File: config.mk
export PLATFORM = sky130hd
export DESIGN_NAME = omc_ctrl
export DESIGN_NICKNAME = d
export VERILOG_FILES = /design/src/hw/omc_ctrl.v
export VERILOG_INCLUDE_DIRS = /design/src /design/src/hw
export SDC_FILE = /design/constraint.sdc
export NUM_CORES = 1
export LEC_CHECK = 0
export ABC_AREA = 1
export BUFFER_PORTS_ARGS = -buffer_cell sky130_fd_sc_hd__buf_2
export CAP_MARGIN = 5
export CORE_MARGIN = 3
export CORE_UTILIZATION = 58
export CTS_CLUSTER_DIAMETER = 80
export CTS_CLUSTER_SIZE = 28
export DETAILED_ROUTE_END_ITERATION = 10
export PLACE_DENSITY = 0.82
export SYNTH_ARGS = -nofsm -noshare
export SYNTH_HDL_FRONTEND = slang
export SYNTH_SLANG_ARGS = --single-unit
File: constraint.sdc
create_clock -name mclk_i -period 2.05 [get_ports mclk_i]
set_input_delay 0.3075 -clock mclk_i [delete_from_list [all_inputs] [get_ports mclk_i]]
set_output_delay 0.3075 -clock mclk_i [all_outputs]
set_load 0.02 [all_outputs]
File: src/hw/omc_defines.vh
// Constants of the operating mode controller
`ifndef OMC_DEFINES_VH
`define OMC_DEFINES_VH
// Register write field positions
`define OMC_BIT_STOP 1
`define OMC_BIT_SLOW 2
`define OMC_BIT_SLEEP 3
`define OMC_BIT_GREEN 4
// Mode field codes
`define OMC_MODE_NORMAL 2'h0
`define OMC_MODE_SLEEP 2'h1
`define OMC_MODE_GREEN 2'h2
`define OMC_MODE_RSVD 2'h3
// Reset value of the control register
`define OMC_REG_RESET 8'h00
// Wake-up warm-up counts in high-speed clocks
`define OMC_WARM_XTAL 2048
`define OMC_WARM_RC 8
// Slow mode instruction clock divide
`define OMC_SLOW_DIV 4
`endif

File: src/hw/omc_ctrl.v
// Operating mode controller: mode sequencing and clock gating
`timescale 1ns/10ps
`include "omc_defines.vh"
// Operation
// - Exactly four modes: normal, slow, power down, green.
// - Any reset enters normal mode executing from high-speed clock.
// - Normal mode runs both oscillators; CPU uses high-speed clock.
// - Clock select 0 gives normal, 1 gives slow on low-speed clock.
// - Slow mode instruction clock is low-speed oscillator divided by four.
// - In slow and green, high-speed oscillators follow only the stop bit.
// - Sleep request 1 enters power down from any mode.
// - Power down stops all three oscillators and execution.
// - Power down wakes on port change or reset, resumes normal.
// - Wake from power down clears sleep request bit.
// - Green request halts execution; current clock oscillator keeps running.
// - Wake from green clears green request bit.
// - Green wakes on port change, wake timer overflow, or reset.
// - Green resumes the mode active before entry.
// - Wake timer keeps counting in green when enabled.
// - Second timer keeps output in green but never wakes.
// - Interrupt enables per mode; all inactive in power down.
// - Stop bit set in normal mode behaves as power down.
// - Mode field: 00 normal, 01 sleep, 10 green, 11 reserved.
// - Stop bit 1 disables selected high-speed source, 0 runs it.
// - Power down wake waits 2048 crystal or 8 RC clocks.
// - Green wake resumes with no stabilisation delay.
module omc_ctrl #(
  parameter WARM_XTAL = `OMC_WARM_XTAL,
  parameter WARM_RC = `OMC_WARM_RC
) (
  input wire mclk_i,
  input wire rst_i,
  input wire reg_wr_i,
  input wire [7:0] reg_wdata_i,
  input wire hosc_is_rc_i,
  input wire use_internal_high_i,
  input wire [7:0] wake_port_i,
  input wire wake_timer_ovf_i,
  input wire wake_timer_enable_i,
  input wire second_timer_enable_i,
  output reg [7:0] reg_rdata_o,
  output reg external_high_osc_en_o,
  output reg internal_high_osc_en_o,
  output reg internal_low_osc_en_o,
  output reg cpu_run_o,
  output reg cpu_clk_slow_o,
  output reg slow_tick_o,
  output reg wake_timer_run_o,
  output reg second_timer_run_o,
  output reg second_timer_wake_en_o,
  output reg int_internal_en_o,
  output reg int_wake_timer_en_o,
  output reg int_external_en_o,
  output reg [1:0] mode_o
);

  //----------------------------------------------------------------
  // States
  //----------------------------------------------------------------
  localparam [2:0] ST_NORMAL = 3'h0;
  localparam [2:0] ST_SLOW = 3'h1;
  localparam [2:0] ST_GREEN = 3'h2;
  localparam [2:0] ST_DOWN = 3'h3;
  localparam [2:0] ST_WARM = 3'h4;
  // Full-width differences, cut to the register widths on purpose
  localparam [31:0] WARM_X_FULL = WARM_XTAL - 1;
  localparam [31:0] WARM_R_FULL = WARM_RC - 1;
  localparam [31:0] DIV_FULL = `OMC_SLOW_DIV - 1;
  localparam [11:0] WARM_X = WARM_X_FULL[11:0];
  localparam [11:0] WARM_R = WARM_R_FULL[11:0];
  localparam [1:0] DIV_TOP = DIV_FULL[1:0];

  reg [2:0] state_r;
  reg [2:0] state_nxt;
  reg stop_r;
  reg slow_r;
  reg sleep_r;
  reg green_r;
  reg green_from_slow_r;
  reg [11:0] warm_r;
  reg [1:0] div_r;
  reg [7:0] port_s1_r;
  reg [7:0] port_s2_r;
  reg [7:0] port_ref_r;
  reg port_chg_r;
  wire wr_sleep;
  wire wr_green;
  reg [2:0] port_fill_r;
  wire timer_wake;
  wire green_wake;
  // Decoded states and transition events
  wire nxt_normal;
  wire nxt_slow;
  wire nxt_green;
  wire nxt_down;
  wire nxt_warm;
  wire nxt_awake;
  wire green_src_slow;
  wire high_run;
  wire ev_pd_wake;
  wire ev_warm_done;
  wire ev_green_entry;
  wire ev_green_exit;
  // Next values of the registered outputs
  reg [7:0] rdata_nxt;
  reg xosc_en_nxt;
  reg iosc_en_nxt;
  reg losc_en_nxt;
  reg cpu_run_nxt;
  reg cpu_slow_nxt;
  reg [1:0] div_nxt;
  reg tick_nxt;
  reg wt_run_nxt;
  reg st_run_nxt;
  reg st_wake_nxt;
  reg int_in_nxt;
  reg int_wt_nxt;
  reg int_ex_nxt;
  reg [1:0] mode_nxt;

  //----------------------------------------------------------------
  // Port change detect
  //----------------------------------------------------------------
  // Two-stage sync; only the second stage is compared
  always @(posedge mclk_i) begin
    if (rst_i) begin
      port_s1_r <= 8'h00;
      port_s2_r <= 8'h00;
      port_ref_r <= 8'h00;
      port_chg_r <= 1'b0;
      port_fill_r <= 3'h0;
    end else begin
      port_s1_r <= wake_port_i;
      port_s2_r <= port_s1_r;
      port_ref_r <= port_s2_r;
      // No compare until the reference holds a real pin sample
      port_fill_r <= {port_fill_r[1:0], 1'b1};
      port_chg_r <= (port_s2_r != port_ref_r) & port_fill_r[2];
    end
  end

  // Reserved code 11 writes neither request
  assign wr_sleep = reg_wdata_i[`OMC_BIT_SLEEP] &
                    ~reg_wdata_i[`OMC_BIT_GREEN];
  assign wr_green = reg_wdata_i[`OMC_BIT_GREEN] &
                    ~reg_wdata_i[`OMC_BIT_SLEEP];

  // Green ends on a pin change or an enabled timer overflow
  assign timer_wake = wake_timer_ovf_i & wake_timer_enable_i;
  assign green_wake = port_chg_r | timer_wake;

  //----------------------------------------------------------------
  // Next state
  //----------------------------------------------------------------
  always @* begin
    state_nxt = state_r;
    case (state_r)
      ST_NORMAL: begin
        if (sleep_r || stop_r) begin
          state_nxt = ST_DOWN;
        end else if (green_r) begin
          state_nxt = ST_GREEN;
        end else if (slow_r) begin
          state_nxt = ST_SLOW;
        end
      end
      ST_SLOW: begin
        if (sleep_r) begin
          state_nxt = ST_DOWN;
        end else if (green_r) begin
          state_nxt = ST_GREEN;
        end else if (!slow_r) begin
          state_nxt = ST_NORMAL;
        end
      end
      ST_GREEN: begin
        if (sleep_r) begin
          state_nxt = ST_DOWN;
        end else if (green_wake) begin
          // No warm-up: the clock never stopped
          state_nxt = green_from_slow_r ? ST_SLOW : ST_NORMAL;
        end
      end
      ST_DOWN: begin
        if (port_chg_r) begin
          state_nxt = ST_WARM;
        end
      end
      ST_WARM: begin
        if (warm_r == 12'h000) begin
          state_nxt = ST_NORMAL;
        end
      end
      default: begin
        state_nxt = ST_NORMAL;
      end
    endcase
  end

  //----------------------------------------------------------------
  // Decoded next state
  //----------------------------------------------------------------
  // One flag per state the machine enters at the coming edge
  assign nxt_normal = (state_nxt == ST_NORMAL);
  assign nxt_slow = (state_nxt == ST_SLOW);
  assign nxt_green = (state_nxt == ST_GREEN);
  assign nxt_down = (state_nxt == ST_DOWN);
  assign nxt_warm = (state_nxt == ST_WARM);
  // Clock present: neither asleep nor warming up
  assign nxt_awake = ~nxt_down & ~nxt_warm;
  // Clock of green: held flag inside green, present state on entry
  assign green_src_slow = (state_r == ST_GREEN) ? green_from_slow_r :
                          (state_r == ST_SLOW);
  // High source: full run in normal and warm-up, stop bit in slow and green, off in power down
  assign high_run = nxt_normal | nxt_warm |
                    ((nxt_slow | nxt_green) & ~stop_r);
  // Transitions that load or clear the control bits
  assign ev_pd_wake = (state_r == ST_DOWN) & nxt_warm;
  assign ev_warm_done = (state_r == ST_WARM) & nxt_normal;
  assign ev_green_entry = (state_r != ST_GREEN) & nxt_green;
  assign ev_green_exit = (state_r == ST_GREEN) & ~nxt_green;

  //----------------------------------------------------------------
  // Control bits, state and warm-up counter
  //----------------------------------------------------------------
  always @(posedge mclk_i) begin
    if (rst_i) begin
      state_r <= ST_NORMAL;
      stop_r <= 1'b0;
      slow_r <= 1'b0;
      sleep_r <= 1'b0;
      green_r <= 1'b0;
      green_from_slow_r <= 1'b0;
      warm_r <= 12'h000;
    end else begin
      state_r <= state_nxt;
      if (reg_wr_i) begin
        stop_r <= reg_wdata_i[`OMC_BIT_STOP];
        slow_r <= reg_wdata_i[`OMC_BIT_SLOW];
      end else if (ev_pd_wake) begin
        stop_r <= 1'b0; // Wake restarts the high clock
      end
      // Hardware clear on wake; a write in the same cycle loses
      if (ev_warm_done) begin
        sleep_r <= 1'b0;
      end else if (reg_wr_i) begin
        sleep_r <= wr_sleep;
      end
      if (ev_green_exit) begin
        green_r <= 1'b0;
      end else if (reg_wr_i) begin
        green_r <= wr_green;
      end
      if (ev_green_entry) begin
        green_from_slow_r <= (state_r == ST_SLOW);
      end
      if (ev_pd_wake) begin
        warm_r <= hosc_is_rc_i ? WARM_R : WARM_X;
      end else if (warm_r != 12'h000) begin
        warm_r <= warm_r - 12'h001;
      end
    end
  end

  //----------------------------------------------------------------
  // Next output values
  //----------------------------------------------------------------
  // Every output is worked out here and registered below
  always @* begin
    // Readback mirrors the held control bits
    rdata_nxt = {3'h0, green_r, sleep_r, slow_r, stop_r, 1'b0};
    xosc_en_nxt = ~use_internal_high_i & high_run;
    iosc_en_nxt = use_internal_high_i & high_run;
    losc_en_nxt = ~nxt_down;
    cpu_run_nxt = nxt_normal | nxt_slow;
    // Green keeps whichever clock the CPU had before entry
    cpu_slow_nxt = nxt_slow | (nxt_green & green_src_slow);
    // Divide by four of the low-speed clock ticks
    div_nxt = (div_r == DIV_TOP) ? 2'h0 : div_r + 2'h1;
    tick_nxt = (div_r == DIV_TOP);
    // Timers stop only while the clock is gone
    wt_run_nxt = wake_timer_enable_i & nxt_awake;
    st_run_nxt = second_timer_enable_i & nxt_awake;
    st_wake_nxt = 1'b0;
    // Interrupt gates per mode
    int_in_nxt = nxt_normal | nxt_slow;
    int_wt_nxt = nxt_normal | nxt_slow | nxt_green;
    int_ex_nxt = nxt_awake;
    // Warm-up still reports sleep; slow mode reports normal
    if (nxt_down || nxt_warm) begin
      mode_nxt = `OMC_MODE_SLEEP;
    end else if (nxt_green) begin
      mode_nxt = `OMC_MODE_GREEN;
    end else begin
      mode_nxt = `OMC_MODE_NORMAL;
    end
  end

  //----------------------------------------------------------------
  // Registered outputs
  //----------------------------------------------------------------
  always @(posedge mclk_i) begin
    if (rst_i) begin
      reg_rdata_o <= `OMC_REG_RESET;
      external_high_osc_en_o <= 1'b0;
      internal_high_osc_en_o <= 1'b0;
      internal_low_osc_en_o <= 1'b0;
      cpu_run_o <= 1'b0;
      cpu_clk_slow_o <= 1'b0;
      slow_tick_o <= 1'b0;
      div_r <= 2'h0;
      wake_timer_run_o <= 1'b0;
      second_timer_run_o <= 1'b0;
      second_timer_wake_en_o <= 1'b0;
      int_internal_en_o <= 1'b0;
      int_wake_timer_en_o <= 1'b0;
      int_external_en_o <= 1'b0;
      mode_o <= `OMC_MODE_NORMAL;
    end else begin
      // Readback and oscillator enables
      reg_rdata_o <= rdata_nxt;
      external_high_osc_en_o <= xosc_en_nxt;
      internal_high_osc_en_o <= iosc_en_nxt;
      internal_low_osc_en_o <= losc_en_nxt;
      // CPU clocking and the tick divider
      cpu_run_o <= cpu_run_nxt;
      cpu_clk_slow_o <= cpu_slow_nxt;
      div_r <= div_nxt;
      slow_tick_o <= tick_nxt;
      // Timers, interrupt gates and mode field
      wake_timer_run_o <= wt_run_nxt;
      second_timer_run_o <= st_run_nxt;
      second_timer_wake_en_o <= st_wake_nxt;
      int_internal_en_o <= int_in_nxt;
      int_wake_timer_en_o <= int_wt_nxt;
      int_external_en_o <= int_ex_nxt;
      mode_o <= mode_nxt;
    end
  end

endmodule // omc_ctrl

==> metrics <==
first-pass GRT wire length=about 8.2 mm; Fmax=slightly above 0.6 GHz; Crit Path Class=register to register; Clk Latency, worst-skew pair=between 0.3 and 0.4 ns; unrepaired setup endpoints after global routing=no; Net Sw Power=1.31 mW; Peak VDD IR=887 uV; crit path DAT=1.91 ns; initial drt markers=95; fin crit share=between 80 and 90%; core footprint=~4200 um2; All-Layer GR Usage=19.9%; multi-input logic area=about 1000 um2; Vias=2113; H-tree levels=3; setup TNS=0 ns; Post-Syn Area per Cell=just under 8 um2; minimum hold slack=0.160 ns; Flop pwr share=41.0%; Area contributors post-synth=dfxtp_1 (50%), nor2_1 (8.1%), inv_1 (7.9%); clock root cell=clkbuf_8; Die Span X=73.6 um; LEAKAGE=around 1.5 nW; vias in the first global route=1951; Hold Buf Count CTS=0; internal power=about 2.5 mW; layout cell share with drive strength beyond 1=23.2%; Worst Path Required=2.32 ns; GRT overflow=0; number of synthesized flops with an enable pin=0; Async SR Flop Fraction=0%; Post-Syn Area=2650 um2; chip height=73.6 um; Cells after Synth=343; hold path depth=3; placed cell area=roughly 2800 um2; row count=23; dpl ws=0.458 ns; final setup vio count=0; Initial Util=63.0%; top-count cell post-synth=dfxtp_1; CTS tree=done; Layout Skew=0.00721 ns; Net Sw Frac=34.0%; final wirelength=4.90 mm; Final Cell Area=3060 um2; vias per std cell=4.82; max cap viols=0; worst hold path class=input port to register; clock power share=31.0%; RePlAce Congestion=0.830; drc violations=0; clock transition at the registers of the reported paths=~0.07 ns; Layout area overhead=15.6%; Post-CTS Setup Bufs=0; Clock Path Buffers=2; cts bufs inserted=9; top cell type's share of synthesized area=49.9%; Register Area=between 1000 and 1500 um2; library cells used by synthesis=34; drt first pass iters=4; ANT cells=0; most frequent cells after synthesis=dfxtp_1 (66), nor2_1 (57), inv_1 (56); pin count of the biggest net entering global routing=37; initial antenna violation count=0; Setup crit end kind=register; worst-path fanout max=7; Ports=46; Post-synth top flop=dfxtp_1; yosys warns=0; cts repair resizes=0; Final min period=1.64 ns; ANT nets after route=0; Final WS setup=between 0.4 and 0.5 ns; Worst setup SP type=register; PortBufs=36; Slew Viols, Final=0; drt wl/cell=11.2 um; Yosys reg bits=66; Fill cells=327; post-synth top area cell=dfxtp_1; DP HPWL=3.28 mm; clock sinks=between 60 and 70; worst r2r path cells=10; pwr dens=1250 nW/um2; Final Hold Viols=0; Nets=409; status=finished clean; register area share after synthesis=around half; total die area=5410 um2; combinational group share of total power=between 20% and 30%; post-route total power=3.84 mW
worst paths after layout:
check	from	slack (ns)	to
worst min register to register	port_s1_r[5]	0.40	port_s2_r[5]
worst min-delay path	wake_port_i[5]	0.16	port_s1_r[5]
worst max-delay path	warm_r[0]	0.41	internal_high_osc_en_o
worst max register to register	warm_r[0]	0.41	internal_high_osc_en_o
placed cells by master, fill, tap and decap left out, drive strengths merged:
cell,n
a211oi,1
nor4,2
dfxtp,66
o41ai,1
xnor2,3
nand3,14
nor3b,1
a31oi,1
bufinv,2
o21ai,8
o21bai,1
or2,8
nand4,5
ha,2
nand2,66
buf,37
conb,5
nor2,65
clkinv,4
inv,62
clkbuf,9
xor2,4
nor3,2
a21oi,19
flip-flops by register name, summed over array words and instances, names as in the netlist, 2 cells and up:
register     flops
warm_r          12
port_ref_r       8
port_s1_r        8
port_s2_r        8
reg_rdata_o      4
port_fill_r      3
state_r          3
div_r            2
mode_o           2
kinds of logic after synthesis:
group | after synthesis | share of synthesized area (%)
adders and majority gates | 2 | 0.945
AOI/OAI and AO/OA | 31 | 6.80
DFF | 66 | 49.9
and+or+nand+nor | 163 | 28.7
xor gates and xnor gates | 7 | 2.31
other | 1 | 0.142
buffers and inverters | 73 | 11.2
stage by stage:
step	std cells	utilization, %
2_1_floorplan	347	-
3_3_place_gp	422	67.7
3_5_place_dp	422	67.7
4_1_cts	438	72.9
5_1_grt	438	72.9
6_report	438	72.9
layout make-up:
class / instances / share of cell area (%)
Tap cell: 50 / 2.04
Multi-Input combinational cell: 208 / 34.1
Sequential cell: 66 / 43.2
Inverter: 61 / 7.48
Clock inverter: 7 / 3.02
Clock buffer: 9 / 4.05
Timing Repair Buffer: 37 / 6.13
critical path, stage by stage, from the launching register on:
cell	delay, ns
dfxtp_1	0.33
inv_1	0.09
ha_1	0.24
nand2_2	0.11
nor2_4	0.15
nand2_2	0.10
nand2_1	0.07
nand2_1	0.06
nand2_2	0.14
nand3_1	0.13
a21oi_1	0.15
routing by layer:
layer	part of all wire [%]	GRT usage [%]
met5	0	0
met4	2.3	12.3
met3	5.1	3.97
met2	48	33.9
met1	44	22.7
power by group through the flow:
| stage | Combinational, mW | Sequential, mW | Clock, mW |
|---|---|---|---|
| floorplan | 0.829 | 1.62 | 0 |
| global placement | 1.03 | 1.59 | 0 |
| detailed placement | 1.06 | 1.60 | 0 |
| CTS | 1.08 | 1.57 | 1.21 |
| global route | 1.23 | 1.59 | 1.26 |
| finish | 1.08 | 1.57 | 1.19 |
Note: power is estimated with default switching activity, not from simulation.
